===== src/inc/pin_select_regs.svh =====
// Register indices, field positions, reset values of the pin selector
`ifndef PIN_SELECT_REGS_SVH
`define PIN_SELECT_REGS_SVH

// Word indices on the register bus
`define IDX_SYNC1_FAULT8 3'h0
`define IDX_SYNC2 3'h1
`define IDX_PINS_0_1 3'h2
`define IDX_PINS_10_11 3'h7

// Field positions inside a selector word
`define FIELD_LO_LSB 0
`define FIELD_HI_LSB 8
`define FIELD_WIDTH 6

// Reset values, the input grounding code and the output free code
`define INPUT_SEL_RESET 6'h3F
`define OUTPUT_SEL_RESET 6'h00
`define INPUT_GROUND_CODE 6'h3F
`define OUTPUT_FREE_CODE 6'h00

`endif


===== src/inc/pin_select_pkg.sv =====
// Types shared by the pin selector design
package pin_select_pkg;
   typedef logic [5:0] sel_code_t;
   typedef logic [31:0] bus_word_t;
   typedef enum logic [1:0]
   {
      BUS_IDLE = 2'b01,
      BUS_ANSWER = 2'b10
   } bus_phase_t;
endpackage : pin_select_pkg


===== src/selector_field.sv =====
// One six-bit selector field with its own reset value
`timescale 1ns/1ps
module selector_field
#(
   parameter logic [5:0] RESET_VALUE = 6'h00
)
(
   input wire logic ref_clk,
   input wire logic rst,
   input wire logic wr_en,
   input wire logic [5:0] wr_data,
   output logic [5:0] value
);
   logic [5:0] next_value;

   // Load on a write strobe, otherwise hold
   always_comb
   begin
      next_value = value;
      if (wr_en)
      begin
         next_value = wr_data;
      end
   end

   // Field storage
   always_ff @(posedge ref_clk or posedge rst)
   begin
      if (rst)
      begin
         value <= RESET_VALUE;
      end
      else
      begin
         value <= next_value;
      end
   end
endmodule : selector_field


===== src/remappable_pin_select.sv =====
// Remappable pin selector: input routing, output routing, register slave
`timescale 1ns/1ps
`include "pin_select_regs.svh"
module remappable_pin_select
#(
   parameter int NUM_RP_PINS = 36,
   parameter int NUM_FUNCS = 64,
   parameter bit HAS_PINS_8_11 = 1'b1
)
(
   input wire logic ref_clk,
   input wire logic rst,
   input wire logic [2:0] avs_address,
   input wire logic avs_read,
   input wire logic avs_write,
   input wire logic [3:0] avs_byteenable,
   input wire pin_select_pkg::bus_word_t avs_writedata,
   output pin_select_pkg::bus_word_t avs_readdata,
   output logic avs_waitrequest,
   input wire logic [NUM_RP_PINS-1:0] remappable_pin,
   input wire logic [NUM_FUNCS-1:0] periph_out,
   input wire logic [11:0] gpio_out,
   output logic sync_in1,
   output logic sync_in2,
   output logic pwm_fault_input_8,
   output logic [11:0] pin_out,
   output logic [11:0] pin_periph_owned
);
   import pin_select_pkg::*;

   localparam int NUM_FIELDS = 15;

   // Elaboration checks: six-bit codes reach at most 63 pins or functions
   if (NUM_RP_PINS < 12 || NUM_RP_PINS > 63)
   begin : g_bad_pins
      $error("NUM_RP_PINS must lie between 12 and 63");
   end
   if (NUM_FUNCS < 2 || NUM_FUNCS > 64)
   begin : g_bad_funcs
      $error("NUM_FUNCS must lie between 2 and 64");
   end

   bus_phase_t phase;
   bus_phase_t next_phase;
   bus_word_t next_readdata;
   logic bus_commit;
   logic [NUM_RP_PINS-1:0] pin_meta;
   logic [NUM_RP_PINS-1:0] pin_sync;
   sel_code_t field_value [NUM_FIELDS];
   sel_code_t sync1_sel;
   sel_code_t fault8_sel;
   sel_code_t sync2_sel;
   sel_code_t pin_sel [12];
   logic next_sync_in1;
   logic next_sync_in2;
   logic next_fault8;
   logic [11:0] next_pin_out;
   logic [11:0] next_owned;

   // Field order: sync1, fault8, sync2, then output pins 0 to 11
   assign sync1_sel = field_value[0];
   assign fault8_sel = field_value[1];
   assign sync2_sel = field_value[2];
   for (genvar p = 0; p < 12; p++)
   begin : g_pin_sel
      assign pin_sel[p] = field_value[3 + p];
   end

   // Request is answered one cycle after it is seen, so readdata can be
   // registered; writes commit only on the edge that ends the wait
   always_comb
   begin
      next_phase = BUS_IDLE;
      unique case (phase)
         BUS_IDLE:
         begin
            if (avs_read || avs_write)
            begin
               next_phase = BUS_ANSWER;
            end
         end
         BUS_ANSWER:
         begin
            next_phase = BUS_IDLE;
         end
         default:
         begin
            next_phase = BUS_IDLE;
         end
      endcase
   end

   assign avs_waitrequest = (avs_read || avs_write) && (phase != BUS_ANSWER);
   assign bus_commit = avs_write && (phase == BUS_ANSWER);

   // One storage field per selector; write strobes decoded per lane
   for (genvar k = 0; k < NUM_FIELDS; k++)
   begin : g_field
      localparam logic [2:0] IDX = (k == 0 || k == 1) ? `IDX_SYNC1_FAULT8 :
         (k == 2) ? `IDX_SYNC2 : 3'((k - 3) / 2 + 2);
      localparam bit HI = (k == 0) || (k >= 3 && ((k - 3) % 2) == 1);
      localparam logic [5:0] RST_VAL = (k < 3) ? `INPUT_SEL_RESET :
         `OUTPUT_SEL_RESET;
      localparam bit PRESENT = HAS_PINS_8_11 || k < 11;
      logic wr_en;
      sel_code_t wr_data;
      // Only the six low bits of each lane are kept; bits 7-6 drop here
      assign wr_en = PRESENT && bus_commit && avs_address == IDX &&
         avs_byteenable[HI ? 1 : 0];
      assign wr_data = HI ? avs_writedata[`FIELD_HI_LSB +: `FIELD_WIDTH] :
         avs_writedata[`FIELD_LO_LSB +: `FIELD_WIDTH];
      selector_field #(.RESET_VALUE(RST_VAL)) u_field
      (
         .ref_clk(ref_clk),
         .rst(rst),
         .wr_en(wr_en),
         .wr_data(wr_data),
         .value(field_value[k])
      );
   end

   // Read data; unimplemented bits and unmapped words read zero
   always_comb
   begin
      next_readdata = avs_readdata;
      if (phase == BUS_IDLE && avs_read)
      begin
         next_readdata = 32'h0000_0000;
         unique case (avs_address)
            `IDX_SYNC1_FAULT8:
            begin
               next_readdata[13:8] = sync1_sel;
               next_readdata[5:0] = fault8_sel;
            end
            `IDX_SYNC2:
            begin
               next_readdata[5:0] = sync2_sel;
            end
            default:
            begin
               if (HAS_PINS_8_11 || avs_address < 3'h6)
               begin
                  next_readdata[5:0] = pin_sel[2 * (avs_address - 2)];
                  next_readdata[13:8] = pin_sel[2 * (avs_address - 2) + 1];
               end
            end
         endcase
      end
   end

   // Bus state and read data registers
   always_ff @(posedge ref_clk or posedge rst)
   begin
      if (rst)
      begin
         phase <= BUS_IDLE;
         avs_readdata <= 32'h0000_0000;
      end
      else
      begin
         phase <= next_phase;
         avs_readdata <= next_readdata;
      end
   end

   // Pins come from outside the clock domain: two-stage synchroniser
   always_ff @(posedge ref_clk or posedge rst)
   begin
      if (rst)
      begin
         pin_meta <= '0;
         pin_sync <= '0;
      end
      else
      begin
         pin_meta <= remappable_pin;
         pin_sync <= pin_meta;
      end
   end

   // Input routing; codes past the last pin also ground the input
   function automatic logic route_in(sel_code_t code,
      logic [NUM_RP_PINS-1:0] pins);
      logic bit_out;
      bit_out = 1'b0;
      if (code != `INPUT_GROUND_CODE && int'(code) < NUM_RP_PINS)
      begin
         bit_out = pins[code];
      end
      return bit_out;
   endfunction : route_in

   // Output routing: zero hands the pin back to its port function
   always_comb
   begin
      next_sync_in1 = route_in(sync1_sel, pin_sync);
      next_sync_in2 = route_in(sync2_sel, pin_sync);
      next_fault8 = route_in(fault8_sel, pin_sync);
      for (int p = 0; p < 12; p++)
      begin
         next_owned[p] = pin_sel[p] != `OUTPUT_FREE_CODE;
         next_pin_out[p] = gpio_out[p];
         if (next_owned[p] && int'(pin_sel[p]) < NUM_FUNCS)
         begin
            next_pin_out[p] = periph_out[pin_sel[p]];
         end
         else if (next_owned[p])
         begin
            next_pin_out[p] = 1'b0;
         end
      end
   end

   // Routed outputs follow the selectors one edge later
   always_ff @(posedge ref_clk or posedge rst)
   begin
      if (rst)
      begin
         sync_in1 <= 1'b0;
         sync_in2 <= 1'b0;
         pwm_fault_input_8 <= 1'b0;
         pin_out <= 12'h000;
         pin_periph_owned <= 12'h000;
      end
      else
      begin
         sync_in1 <= next_sync_in1;
         sync_in2 <= next_sync_in2;
         pwm_fault_input_8 <= next_fault8;
         pin_out <= next_pin_out;
         pin_periph_owned <= next_owned;
      end
   end

   // Marks the first cycle after reset release for checking
   logic first_cycle;
   always_ff @(posedge ref_clk or posedge rst)
   begin
      if (rst)
      begin
         first_cycle <= 1'b1;
      end
      else
      begin
         first_cycle <= 1'b0;
      end
   end

   property p_sync1_write;
      @(posedge ref_clk) disable iff (rst)
      (bus_commit && avs_address == 3'h0 && avs_byteenable[1])
      |=> sync1_sel == $past(avs_writedata[13:8]);
   endproperty
   a_sync1_write: assert property (p_sync1_write)
      else $error("sync1 selector did not take the write");

   property p_fault8_write;
      @(posedge ref_clk) disable iff (rst)
      (bus_commit && avs_address == 3'h0 && avs_byteenable[0])
      |=> fault8_sel == $past(avs_writedata[5:0]);
   endproperty
   a_fault8_write: assert property (p_fault8_write)
      else $error("fault8 selector did not take the write");

   property p_sync2_write;
      @(posedge ref_clk) disable iff (rst)
      (bus_commit && avs_address == 3'h1 && avs_byteenable[0])
      |=> sync2_sel == $past(avs_writedata[5:0]);
   endproperty
   a_sync2_write: assert property (p_sync2_write)
      else $error("sync2 selector did not take the write");

   property p_ground;
      @(posedge ref_clk) disable iff (rst)
      (fault8_sel == 6'h3F) [*2] |-> !pwm_fault_input_8;
   endproperty
   a_ground: assert property (p_ground)
      else $error("grounded fault input is not low");

   property p_pin_route;
      @(posedge ref_clk) disable iff (rst)
      (sync1_sel == 6'h00) |=> sync_in1 == $past(pin_sync[0]);
   endproperty
   a_pin_route: assert property (p_pin_route)
      else $error("sync1 does not follow pin zero");

   property p_reset_values;
      @(posedge ref_clk) disable iff (rst)
      first_cycle |-> sync1_sel == 6'h3F && sync2_sel == 6'h3F &&
         fault8_sel == 6'h3F && pin_sel[0] == 6'h00 && pin_sel[11] == 6'h00;
   endproperty
   a_reset_values: assert property (p_reset_values)
      else $error("selector reset values wrong");

   property p_reserved_zero;
      @(posedge ref_clk) disable iff (rst)
      (avs_read && !avs_waitrequest) |-> avs_readdata[31:14] == 18'h0 &&
         avs_readdata[7:6] == 2'h0;
   endproperty
   a_reserved_zero: assert property (p_reserved_zero)
      else $error("unimplemented bits read nonzero");

   property p_sync2_upper;
      @(posedge ref_clk) disable iff (rst)
      (avs_read && !avs_waitrequest && avs_address == 3'h1)
      |-> avs_readdata[31:6] == 26'h0;
   endproperty
   a_sync2_upper: assert property (p_sync2_upper)
      else $error("upper bits of sync2 word read nonzero");

   property p_odd_pin_write;
      @(posedge ref_clk) disable iff (rst)
      (bus_commit && avs_address == 3'h2 && avs_byteenable[1])
      |=> pin_sel[1] == $past(avs_writedata[13:8]);
   endproperty
   a_odd_pin_write: assert property (p_odd_pin_write)
      else $error("pin one selector did not take the high field");

   property p_small_part;
      @(posedge ref_clk) disable iff (rst)
      !HAS_PINS_8_11 |-> pin_sel[8] == 6'h00 && pin_sel[11] == 6'h00;
   endproperty
   a_small_part: assert property (p_small_part)
      else $error("absent output selectors changed");

   // The release edge still registers reset-cleared outputs, so skip it
   property p_port_fallback;
      @(posedge ref_clk) disable iff (rst)
      (pin_sel[0] == 6'h00 && !first_cycle)
      |=> pin_out[0] == $past(gpio_out[0]) && !pin_periph_owned[0];
   endproperty
   a_port_fallback: assert property (p_port_fallback)
      else $error("free pin does not show its port value");

   property p_answer_time;
      @(posedge ref_clk) disable iff (rst)
      ((avs_read || avs_write) && phase == BUS_IDLE)
      |-> avs_waitrequest ##1 !avs_waitrequest;
   endproperty
   a_answer_time: assert property (p_answer_time)
      else $error("bus answer not one cycle after request");
endmodule : remappable_pin_select


===== config.mk =====
export PLATFORM = sky130hd
export DESIGN_NAME = remappable_pin_select
export DESIGN_NICKNAME = d
export VERILOG_FILES = /design/src/inc/pin_select_pkg.sv /design/src/selector_field.sv /design/src/remappable_pin_select.sv
export VERILOG_INCLUDE_DIRS = /design/src /design/src/inc
export SDC_FILE = /design/constraint.sdc
export NUM_CORES = 1
export LEC_CHECK = 0
export ABC_AREA = 0
export BUFFER_PORTS_ARGS = -buffer_cell sky130_fd_sc_hd__buf_2
export CAP_MARGIN = 40
export CORE_MARGIN = 4
export CORE_UTILIZATION = 35
export CTS_CLUSTER_SIZE = 30
export DETAILED_ROUTE_END_ITERATION = 12
export GPL_TIMING_DRIVEN = 1
export PLACE_DENSITY = 0.62
export SLEW_MARGIN = 20
export SYNTH_ARGS = -nofsm -noshare
export SYNTH_HDL_FRONTEND = slang
export SYNTH_SLANG_ARGS = --single-unit

===== constraint.sdc =====
create_clock -name ref_clk -period 17.5 [get_ports ref_clk]
set_input_delay 0.875 -clock ref_clk [delete_from_list [all_inputs] [get_ports ref_clk]]
set_output_delay 0.875 -clock ref_clk [all_outputs]
set_load 0.02 [all_outputs]

==> results of run 1 <==
==> stage by stage <==
step / util (%) / cell area (sq um) / total power, mW / instances
final: 39.9 / 17200 / 2.05 / 1834
after global routing: 39.9 / 17200 / 2.15 / 1833
after CTS: 39.7 / 17100 / 2.04 / 1827
after detailed placement: 37.9 / 16300 / 1.55 / 1786
after global placement: 37.5 / 16200 / 1.52 / 1776
after floorplan: - / 15300 / 1.31 / 1196
==> cell usage in the layout (no fill, tap or decap), types with 4 or more instances in the layout <==
cell,synthesis,layout
sky130_fd_sc_hd__a211o_1,4,4
sky130_fd_sc_hd__a211oi_1,16,16
sky130_fd_sc_hd__a21oi_1,15,15
sky130_fd_sc_hd__a221oi_1,4,4
sky130_fd_sc_hd__a22oi_1,16,16
sky130_fd_sc_hd__a32oi_1,4,4
sky130_fd_sc_hd__a41oi_1,5,5
sky130_fd_sc_hd__buf_2,41,172
sky130_fd_sc_hd__buf_4,20,5
sky130_fd_sc_hd__buf_8,0,12
sky130_fd_sc_hd__clkbuf_1,111,4
sky130_fd_sc_hd__clkbuf_16,0,23
sky130_fd_sc_hd__clkinv_2,0,4
sky130_fd_sc_hd__conb_1,1,20
sky130_fd_sc_hd__dfrtp_1,184,184
sky130_fd_sc_hd__dfstp_2,19,19
sky130_fd_sc_hd__inv_1,19,18
sky130_fd_sc_hd__mux2_2,123,123
sky130_fd_sc_hd__mux2i_1,63,63
sky130_fd_sc_hd__mux4_1,15,15
sky130_fd_sc_hd__mux4_2,214,214
sky130_fd_sc_hd__nand2_1,55,55
sky130_fd_sc_hd__nand2b_1,13,13
sky130_fd_sc_hd__nand3_1,23,23
sky130_fd_sc_hd__nand3b_1,12,12
sky130_fd_sc_hd__nor2_1,58,58
sky130_fd_sc_hd__nor2b_1,21,21
sky130_fd_sc_hd__nor3_1,14,14
sky130_fd_sc_hd__nor4_1,7,7
sky130_fd_sc_hd__o21ai_0,36,36
sky130_fd_sc_hd__o22a_1,6,6
sky130_fd_sc_hd__o22ai_1,4,4
sky130_fd_sc_hd__o31a_1,5,5
==> sequential cells by signal, summed over array words and instances (netlist names) <==
signal and cells:
g_field.u_field.value 90, pin_meta 36, pin_sync 36, avs_readdata 12
pin_out 12, pin_periph_owned 12, phase 2, pwm_fault_input_8 1
sync_in1 1, sync_in2 1
==> worst paths after layout <==
check | from | end | slack, ps | cells after the start
max reg2reg | g_field[10].u_field.value[1] | pin_out[7] | 15040 | 5
max in group asynchronous | rst | g_field[0].u_field.value[3] | 15800 | 5
min reg2reg | pin_meta[0] | pin_sync[0] | 340 | 0
max | avs_address[1] | avs_readdata[1] | 14710 | 8
min | rst | pin_meta[27] | 340 | 2
min in group ref_clk | pin_meta[0] | pin_sync[0] | 340 | 0
==> power by group through the flow <==
stage	sequential, mW	combinational, mW	clock (mW)
after floorplan	0.673	0.638	0
after global placement	0.791	0.730	0
after detailed placement	0.771	0.778	0
after CTS	0.764	0.782	0.499
after global routing	0.776	0.860	0.516
final	0.757	0.805	0.485
==> kinds of logic after synthesis <==
logic type / after synthesis / synth area share [%]
other cells: 1 / 0.0245
simple gates: 215 / 6.80
buf+inv: 200 / 5.79
compound gates: 142 / 6.57
mux: 415 / 47.3
flops: 203 / 33.4
fa+ha+maj: 1 / 0.0819
==> routing by layer <==
layer  global-route usage (%)  share of wire [%]
met1                     29.4                 37
met2                     33.0                 43
met3                     8.01                 14
met5                    0.208              0.045
met4                     8.93                5.6
==> layout make-up <==
class / instances / area (sq um)
fill: 3994 / 25900
multi-input combinational: 793 / 9360
sequential: 203 / 5100
timing repair buffer: 192 / 1140
tap: 585 / 732
clock buffer: 28 / 604
clock inverter: 13 / 150
inverter: 19 / 78.8
antenna: 1 / 2.50
==> results.txt, run 1 <==
The run finished with clean final reports. The final net count came out at 1388. The setup fix buffers added after clock tree synthesis is 0.

The number of max-slew violations in the final report is 0. The delay contributed by the slowest stage of the critical path is 520 ps. The biggest area consumer among synthesized cells is sky130_fd_sc_hd__mux4_2. The critical path is of the in2reg type. The I/O pin count came out at 215.

The estimated wirelength of the detail-placed design is 35400 um. The routability congestion estimate from global placement came out at 0.931. The routed via count divided by cell count is 6.45. The area growth from synthesis to layout is 12.4%. The number of detailed-route iterations in the first pass is 5.

The highest clock rate came out at 359 MHz. By area the synthesized netlist is led by sky130_fd_sc_hd__mux4_2 (32%), sky130_fd_sc_hd__dfrtp_1 (30%), sky130_fd_sc_hd__mux2_2 (9.1%). The summed negative setup slack over all endpoints is 0 ps. The commonest cells after synthesis are sky130_fd_sc_hd__mux4_2 (214), sky130_fd_sc_hd__dfrtp_1 (184), sky130_fd_sc_hd__mux2_2 (123).

The worst setup margin came out at 14710 ps. The cell-internal power came out at 1.28 mW. The count of routing violations after the opening detailed-route iteration came out at 1441. The share of synthesized flip-flops with an asynchronous set or reset is 100%. The leakage power of the design came out at 6.48 nW.

The peak supply drop is 85.8 uV. The power density over the cells is 119 mW/mm^2. The number of enable flip-flop cells after synthesis is 0. Hold is met by 340 ps. The total clock sinks is 203.

The worst setup path is launched from a primary input. Clock-pin slew was measured on the worst setup and hold paths at 60 ps. The total number of H-tree levels is 1.

The number of buffers inserted by port buffering came out at 172. After clock tree synthesis, the flow added hold-fix buffers numbering 0. The via count of the first global-routing pass came out at 11800. The part of the power in combinational logic came out at 39.3%. The largest net degree at the start of global routing came out at 87. After synthesis, the mean cell area works out to 13.0 sq um. The total clock buffers created by CTS came out at 23. The fraction of layout instances using a drive strength above 1 came out at 47.1%. In this design, the largest share of critical-path delay is due to buffers and inverters. The number of antenna violations at the first check in global routing is 4. The net switching fraction of the power came out at 37.4%. The total of max-cap violations is 0. The clock latency reported for the late side of the worst-skew pair is 550 ps. The ratio of final minimum period to clock period is 15.9%. The largest fanout of any net on the critical path is 22. Gates resized during post-CTS repair numbered 0. In the routed design, unresolved DRC markers number 0. The wire length after detailed routing is 53400 um. Global routing consumed, over all layers together, 22.1% of the routing resources. The synthesized cell area came out at 0.0153 sq mm.

The via total after detailed routing is 11800. The wire length of the first global-routing pass came out at 77700 um. The number of register bits inferred by synthesis came out at 203. The vertical die dimension came out at 217 um. The final setup violation count is 0.

The count of synthesis-stage warnings from yosys came out at 0. The area of the core region is 0.0431 sq mm. The time the final worst path needs with I/O delays and setup is 2790 ps. The number of rows in the core area came out at 76.

The switching power of the nets came out at 765 uW. The sequential share of power is 37.0%. The die outline area is 0.0471 sq mm.

The register area share after synthesis is 33.4%. The data required time of the worst path came out at 17950 ps. The die outline width came out at 217 um. The hold violation count in the final report is 0. The distinct cell type count after synthesis came out at 53.

The relative slew slack is 42.5%. The TritonCTS clock tree is built. The clock group share of total power came out at 23.7%. The largest clock skew in the final design came out at 18.7 ps. The data arrival time at the worst-slack endpoint is 3230 ps. The transition time at the pin with the least slew margin is 863 ps. sky130_fd_sc_hd__mux4_2 is the most common cell in the netlist.

The number of buffer and inverter stages on the critical path came out at 3. The slowest stage cell on the critical path is sky130_fd_sc_hd__ha_1. Traced cell by cell, the critical path runs through buf_2, inv_1, ha_1, nor2b_1, buf_4, a22oi_1, o22a_1, o21ai_0. Setup repair after global routing left no endpoint under its margin.

The synthesized instance count came out at 1177. The area share of the largest cell type after synthesis came out at 31.6%. For this run, the leading register cell type out of synthesis is sky130_fd_sc_hd__dfrtp_1. The tightest min-delay check is of the in2async type. The initial cell density of the core is 35.5%.

The count of nets left with antenna violations once routing finished came out at 0. The worst slack at placement came out at 14030 ps. The total grt overflow is 0. The root buffer cell is sky130_fd_sc_hd__clkbuf_16. The average routed wire per standard cell is 29.1 um. The maximum clock insertion buffer count came out at 3. The worst setup path is captured at a flip-flop.
Power figures use the tool's default switching activity.
==> run 2: changes to the inputs <==
Clock period 17.5 ns to 2.85 ns, I/O delays scaled along.
==> results.txt, run 2 (synthesized netlist as in run 1, its figures left out) <==
The flow ran to the end, and the final reports show no timing, DRC or antenna violations. Measured in cells, the most critical reg-to-reg path has a length of 6. The data arrival time at the worst-slack endpoint came out at 2850 ps. Setup repair after global routing left no endpoint under its margin. The worst hold path belongs to the class in2reg. The total clock sinks came out at 203. The worst setup path is of the reg2reg kind. In this run the critical register-to-register path is captured at pin_out[4]. The highest clock rate is 416 MHz.

The clock latency reported for the late side of the worst-skew pair came out at 560 ps. The antenna violation net count after detailed routing came out at 0. The number of rows in the core area is 76. The fill cell instance count of the final layout came out at 3970. Gates resized during post-CTS repair numbered 0. The summed negative setup slack over all endpoints is 0 ps. After clock tree synthesis, the clock-pin slew on the worst setup and hold paths is 60 ps. The hold-critical path depth came out at 2. The vertical die dimension came out at 217 um.

For this run, the slowest stage of the critical path takes 660 ps. The hold violation count in the final report came out at 0. The wire length of the first global-routing pass came out at 81400 um. On the final layout, the worst hold slack is 46.9 ps.

The relative slew slack is 43.1%. The largest clock skew in the final design came out at 26.0 ps. The worst setup path is captured at a flip-flop.

Wires add up to 56100 um. The ratio of final minimum period to clock period came out at 84.4%. The slowest stage of the critical path belongs to the cell sky130_fd_sc_hd__dfrtp_1.

Max-cap violations in this run came to 0. IR analysis of the VDD net gives a maximum drop of 597 uV. Tracing the worst setup path back leads to its startpoint at g_field[7].u_field.value[0]. The register with the most flip-flops in the layout has 90 of them. In the routed design, unresolved DRC markers number 0. The final net count is 1468. The total number of H-tree levels is 1.

The register with the most flip-flops in the final layout is g_field.u_field.value. Once detailed placement completed, the half-perimeter wirelength came to 36600 um. The number of antenna violations at the first check in global routing came out at 3. In the layout the commonest cells are sky130_fd_sc_hd__mux4_2 (214), sky130_fd_sc_hd__dfrtp_1 (184), sky130_fd_sc_hd__buf_2 (172). Dividing total power by cell area gives a power density of 719 mW/mm^2. Total power for the finished layout comes to 12.9 mW. The via count of the first global-routing pass is 12400. The area growth from synthesis to layout came out at 17.3%.

The die covers 0.0471 sq mm. The path with the worst hold slack has its endpoint at g_field[7].u_field.value[1]. The routed layout has 12400 vias. In this run the clock root is driven by a sky130_fd_sc_hd__clkbuf_16. The leakage power of the design is 6.84 nW.

The largest registers in the layout are g_field.u_field.value (90), pin_meta (36), pin_sync (36). Across all register-to-register paths, the minimum setup slack is 440 ps. The largest net degree at the start of global routing is 77. After detailed routing, the number of vias per cell comes to 6.50. The total grt overflow came out at 0.

In this run the most critical hold path is launched from avs_writedata[1]. The I/O pin count came out at 215. The routability congestion estimate from global placement is 0.916. TritonCTS built the clock tree. STA classifies the critical path startpoint as a flip-flop. The area of the core region came out at 0.0431 sq mm. The startpoint of the lowest-slack register-to-register path is g_field[7].u_field.value[0]. The initial cell density of the core came out at 35.5%. The total clock buffers created by CTS came out at 23. After detailed routing, the average wire length per cell comes to 29.3 um.

The data required time of the worst path is 3300 ps. The setup fix buffers added after clock tree synthesis came out at 0. The final non-filler cell total is 1914. The number of buffers inserted by port buffering is 172.

The library cell used most frequently in the layout, excluding fill and tap cells, is sky130_fd_sc_hd__mux4_2. The signal on the critical path passes through buf_4, mux4_2, mux2i_1, mux2_2, a21oi_1, a211o_1. Cells with a size suffix above 1 make up 45.7% of the layout. The transition time at the pin with the least slew margin came out at 853 ps.

The count of hold-fix buffers inserted at cts came out at 61. Of all nets on the critical path, the largest fanout is 11. The final setup violation count is 0.

The time the final worst path needs with I/O delays and setup is 2410 ps. The number of detailed-route iterations in the first pass came out at 6. In the global route stage, overall resource usage came out at 23.1%. The maximum clock insertion buffer count is 3. The number of max-slew violations in the final report is 0. The count of routing violations after the opening detailed-route iteration came out at 1782. From left edge to right edge, the die measures 217 um. The number of placed instances, taps included is 1809.
run 2: through the flow:
| step | util (%) | cell area [sq um] | setup slack, ps |
|---|---|---|---|
| 2_1_floorplan | - | 15400 | 92.7 |
| 3_3_place_gp | 38.1 | 16400 | 459 |
| 3_5_place_dp | 38.2 | 16500 | 417 |
| 4_1_cts | 41.5 | 17900 | 408 |
| 5_1_grt | 41.6 | 17900 | 304 |
| 6_report | 41.6 | 17900 | 445 |
run 2: final cells by class:
cell class	instances	area, sq um	share of cell area (%)
tap	585	732	4.09
clock buffer	30	632	3.53
clock inverter	11	181	1.01
multi-input combinational	793	9360	52.2
timing repair buffer	272	1830	10.2
inverter	19	75.1	0.419
antenna	1	2.50	0.0140
sequential	203	5100	28.5
run 2: critical path: cells and delay by family, from the launching register on:
kind / cells / cell delay (ps)
compound gates: 2 / 350
buf+inv: 1 / 300
mux: 3 / 970
flops: 1 / 660
run 2: worst max path at each step:
stage / endpoint / slack (ps) / cells past startpoint
after CTS: pin_out[11] / 410 / 4
after detailed placement: pin_out[11] / 420 / 4
after global routing: pin_out[4] / 300 / 6
after global placement: pin_out[11] / 460 / 4
final: pin_out[4] / 440 / 6
after floorplan: avs_readdata[0] / 90 / 1
run 2: where the power goes:
group	leakage, nW	switching (mW)	internal, mW
combinational	3.96	2.30	2.72
clock	0.388	1.27	1.94
sequential	2.49	1.17	3.50
run 2: routing by layer:
metal	GRT usage (%)	vias to the layer above	routed length [um]
met2	34.9	1146	24300
li1	-	4867	-
met5	0	-	31
met3	8.24	256	8730
met4	9.41	4	3120
met1	30.6	6174	20000
==> run 3: changes to the inputs <==
Clock period 2.85 ns to 2.5 ns, I/O delays scaled along.
==> results.txt, run 3 (synthesized netlist as in run 1, its figures left out) <==
The flow ran to the end, and the final reports show no timing, DRC or antenna violations. The routed layout has 12600 vias. The final net count came out at 1493. The total clock buffers created by CTS came out at 23. Fill cells in the final layout number 3973. Setup repair after global routing left no endpoint under its margin.

The ratio of final minimum period to clock period is 94.2%. The signal on the critical path passes through buf_4, mux4_1, mux4_2, nand2_1, a21oi_1, a211o_1. The time the final worst path needs with I/O delays and setup came out at 2350 ps. In this run the remaining antenna-violating nets after routing total 0.

STA puts the critical path data arrival time at 2800 ps. The maximum clock insertion buffer count is 3. The number of max-slew violations in the final report came out at 0. The kind of start point of the critical path is a flip-flop. The routed via count divided by cell count is 6.52. The utilization of the core after routing is 42.2%.

The initial utilization of the core area, before any placement, comes to 35.5%. The average routed wire per standard cell is 29.4 um. The largest net degree at the start of global routing came out at 46. Measured against its own limit, the worst slew margin works out to 49.6%. The number of buffer and inverter stages on the critical path is 1. The summed negative setup slack over all endpoints is 0 ps. The delay contributed by the slowest stage of the critical path came out at 610 ps. The transition time at the pin with the least slew margin is 754 ps. The estimated wirelength of the detail-placed design came out at 37900 um. The cell class contributing the biggest share of worst-path delay is multiplexers. The via count of the first global-routing pass was 12700. Cells with a size suffix above 1 make up 46.9% of the layout. TritonCTS built the clock tree. The number of buffers inserted by port buffering came out at 172. The total number of H-tree levels is 1. The register with the most flip-flops in the layout has 90 of them. The count of hold-fix buffers inserted at cts is 59. The final setup violation count came out at 0. The clock reaches the later pin of the worst-skew pair after 560 ps. The power density over the cells came out at 817 mW/mm^2. The region available for standard cell placement spans 0.0431 sq mm.

The root buffer cell chosen for the clock tree is sky130_fd_sc_hd__clkbuf_16. The number of antenna violations at the first check in global routing came out at 2. Leaving out fill and tap cells, the most frequent cells in the layout are sky130_fd_sc_hd__mux4_2 (214), sky130_fd_sc_hd__dfrtp_1 (184), sky130_fd_sc_hd__buf_2 (172). The number of gates resized after CTS is 0. The largest fanout of any net on the critical path is 10. The number of detailed-route iterations in the first pass is 7.

The remaining routing DRC violations is 0. The most frequent standard cell in the layout excluding fill and tap cells is sky130_fd_sc_hd__mux4_2. The leakage power of the design came out at 6.99 nW.

The total placed instance area came out at 0.0168 sq mm. The overall routing resource usage came out at 23.7%. The die outline area is 0.0471 sq mm. The post-layout instance area is 0.0182 sq mm. The element type at the critical path end is a flip-flop. More flip-flops sit in one register than any other, and that register is g_field.u_field.value. The worst hold path belongs to the class in2reg. Overall power consumption after layout is estimated at 14.8 mW.

Timing would allow up to 425 MHz. The final non-filler cell total is 1939. The die outline width came out at 217 um. The count of routing violations after the opening detailed-route iteration came out at 1830. The total overflow left after global routing is 0. The hold violation count in the final report was 0. The routability congestion estimate from global placement is 0.942. The peak supply drop came out at 524 uV. The worst slack at placement came out at 154 ps. After floorplanning, the core was divided into 76 placement rows. The largest clock skew in the final design came out at 37.3 ps. The data required time of the worst path came out at 2940 ps.

The wire length after detailed routing came out at 57000 um. The die is 217 um tall. The wire length of the first global-routing pass is 83800 um.

The I/O pin count came out at 215. The clock-pin slew on the worst setup and hold paths is 70 ps. The minimum hold slack is 44.5 ps. In the final layout, the registers with the most flip-flops are g_field.u_field.value (90), pin_meta (36), pin_sync (36). The area growth from synthesis to layout is 18.9%.

The startpoint-to-endpoint class of the critical path is reg2reg. The total clock sinks is 203. The total of max-cap violations is 0.

In this run the post-CTS setup repair buffer count came out at 0. The number of placed instances, taps included is 1838. The slowest stage cell on the critical path is sky130_fd_sc_hd__dfrtp_1. After layout, the worst setup slack is 146 ps.
==> run 3: cell count changes in the layout (fill, tap and decap cells not counted) <==
cell                            change
sky130_fd_sc_hd__buf_4             +23
sky130_fd_sc_hd__clkinv_2           +1
sky130_fd_sc_hd__clkbuf_1           -1
sky130_fd_sc_hd__buf_12             +7
sky130_fd_sc_hd__buf_8              -3
sky130_fd_sc_hd__inv_6              +1
sky130_fd_sc_hd__dlygate4sd3_1      -2
sky130_fd_sc_hd__clkbuf_8           -1
==> run 3: layer usage <==
metal  GRT usage, %  vias up  routed length (um)
li1               -     4924                   -
met1           31.2     6217               20200
met2           35.1     1208               24100
met3           9.19      295                8980
met4           10.2        2                3700
met5              0        -                  13
==> run 3: final cells by class <==
type                       instances  area (sq um)  share of cell area [%]
tap                              585           732                    4.03
sequential                       203          5100                    28.1
antenna                            1          2.50                  0.0138
timing repair buffer             297          2080                    11.5
inverter                          19          75.1                   0.413
clock buffer                      28           614                    3.38
multi-input combinational        793          9360                    51.5
clock inverter                    13           195                    1.07
==> run 3: worst paths after layout <==
kind                       cells after the start                   startpoint                           end  slack [ps]
max                                            6  g_field[7].u_field.value[0]                    pin_out[4]         150
min                                            2            avs_writedata[10]  g_field[10].u_field.value[2]          40
max reg2reg                                    6  g_field[7].u_field.value[0]                    pin_out[4]         150
min reg2reg                                    0                 pin_meta[17]                  pin_sync[17]         340
max in group asynchronous                      5                          rst   g_field[2].u_field.value[5]        1590
min in group asynchronous                      3                          rst   g_field[8].u_field.value[3]         150
==> run 3: power breakdown <==
group / switching (mW) / internal [mW] / total (mW)
clock: 1.47 / 2.18 / 3.66
sequential: 1.17 / 3.99 / 5.17
combinational: 2.84 / 3.18 / 6.02
total: 5.48 / 9.36 / 14.8
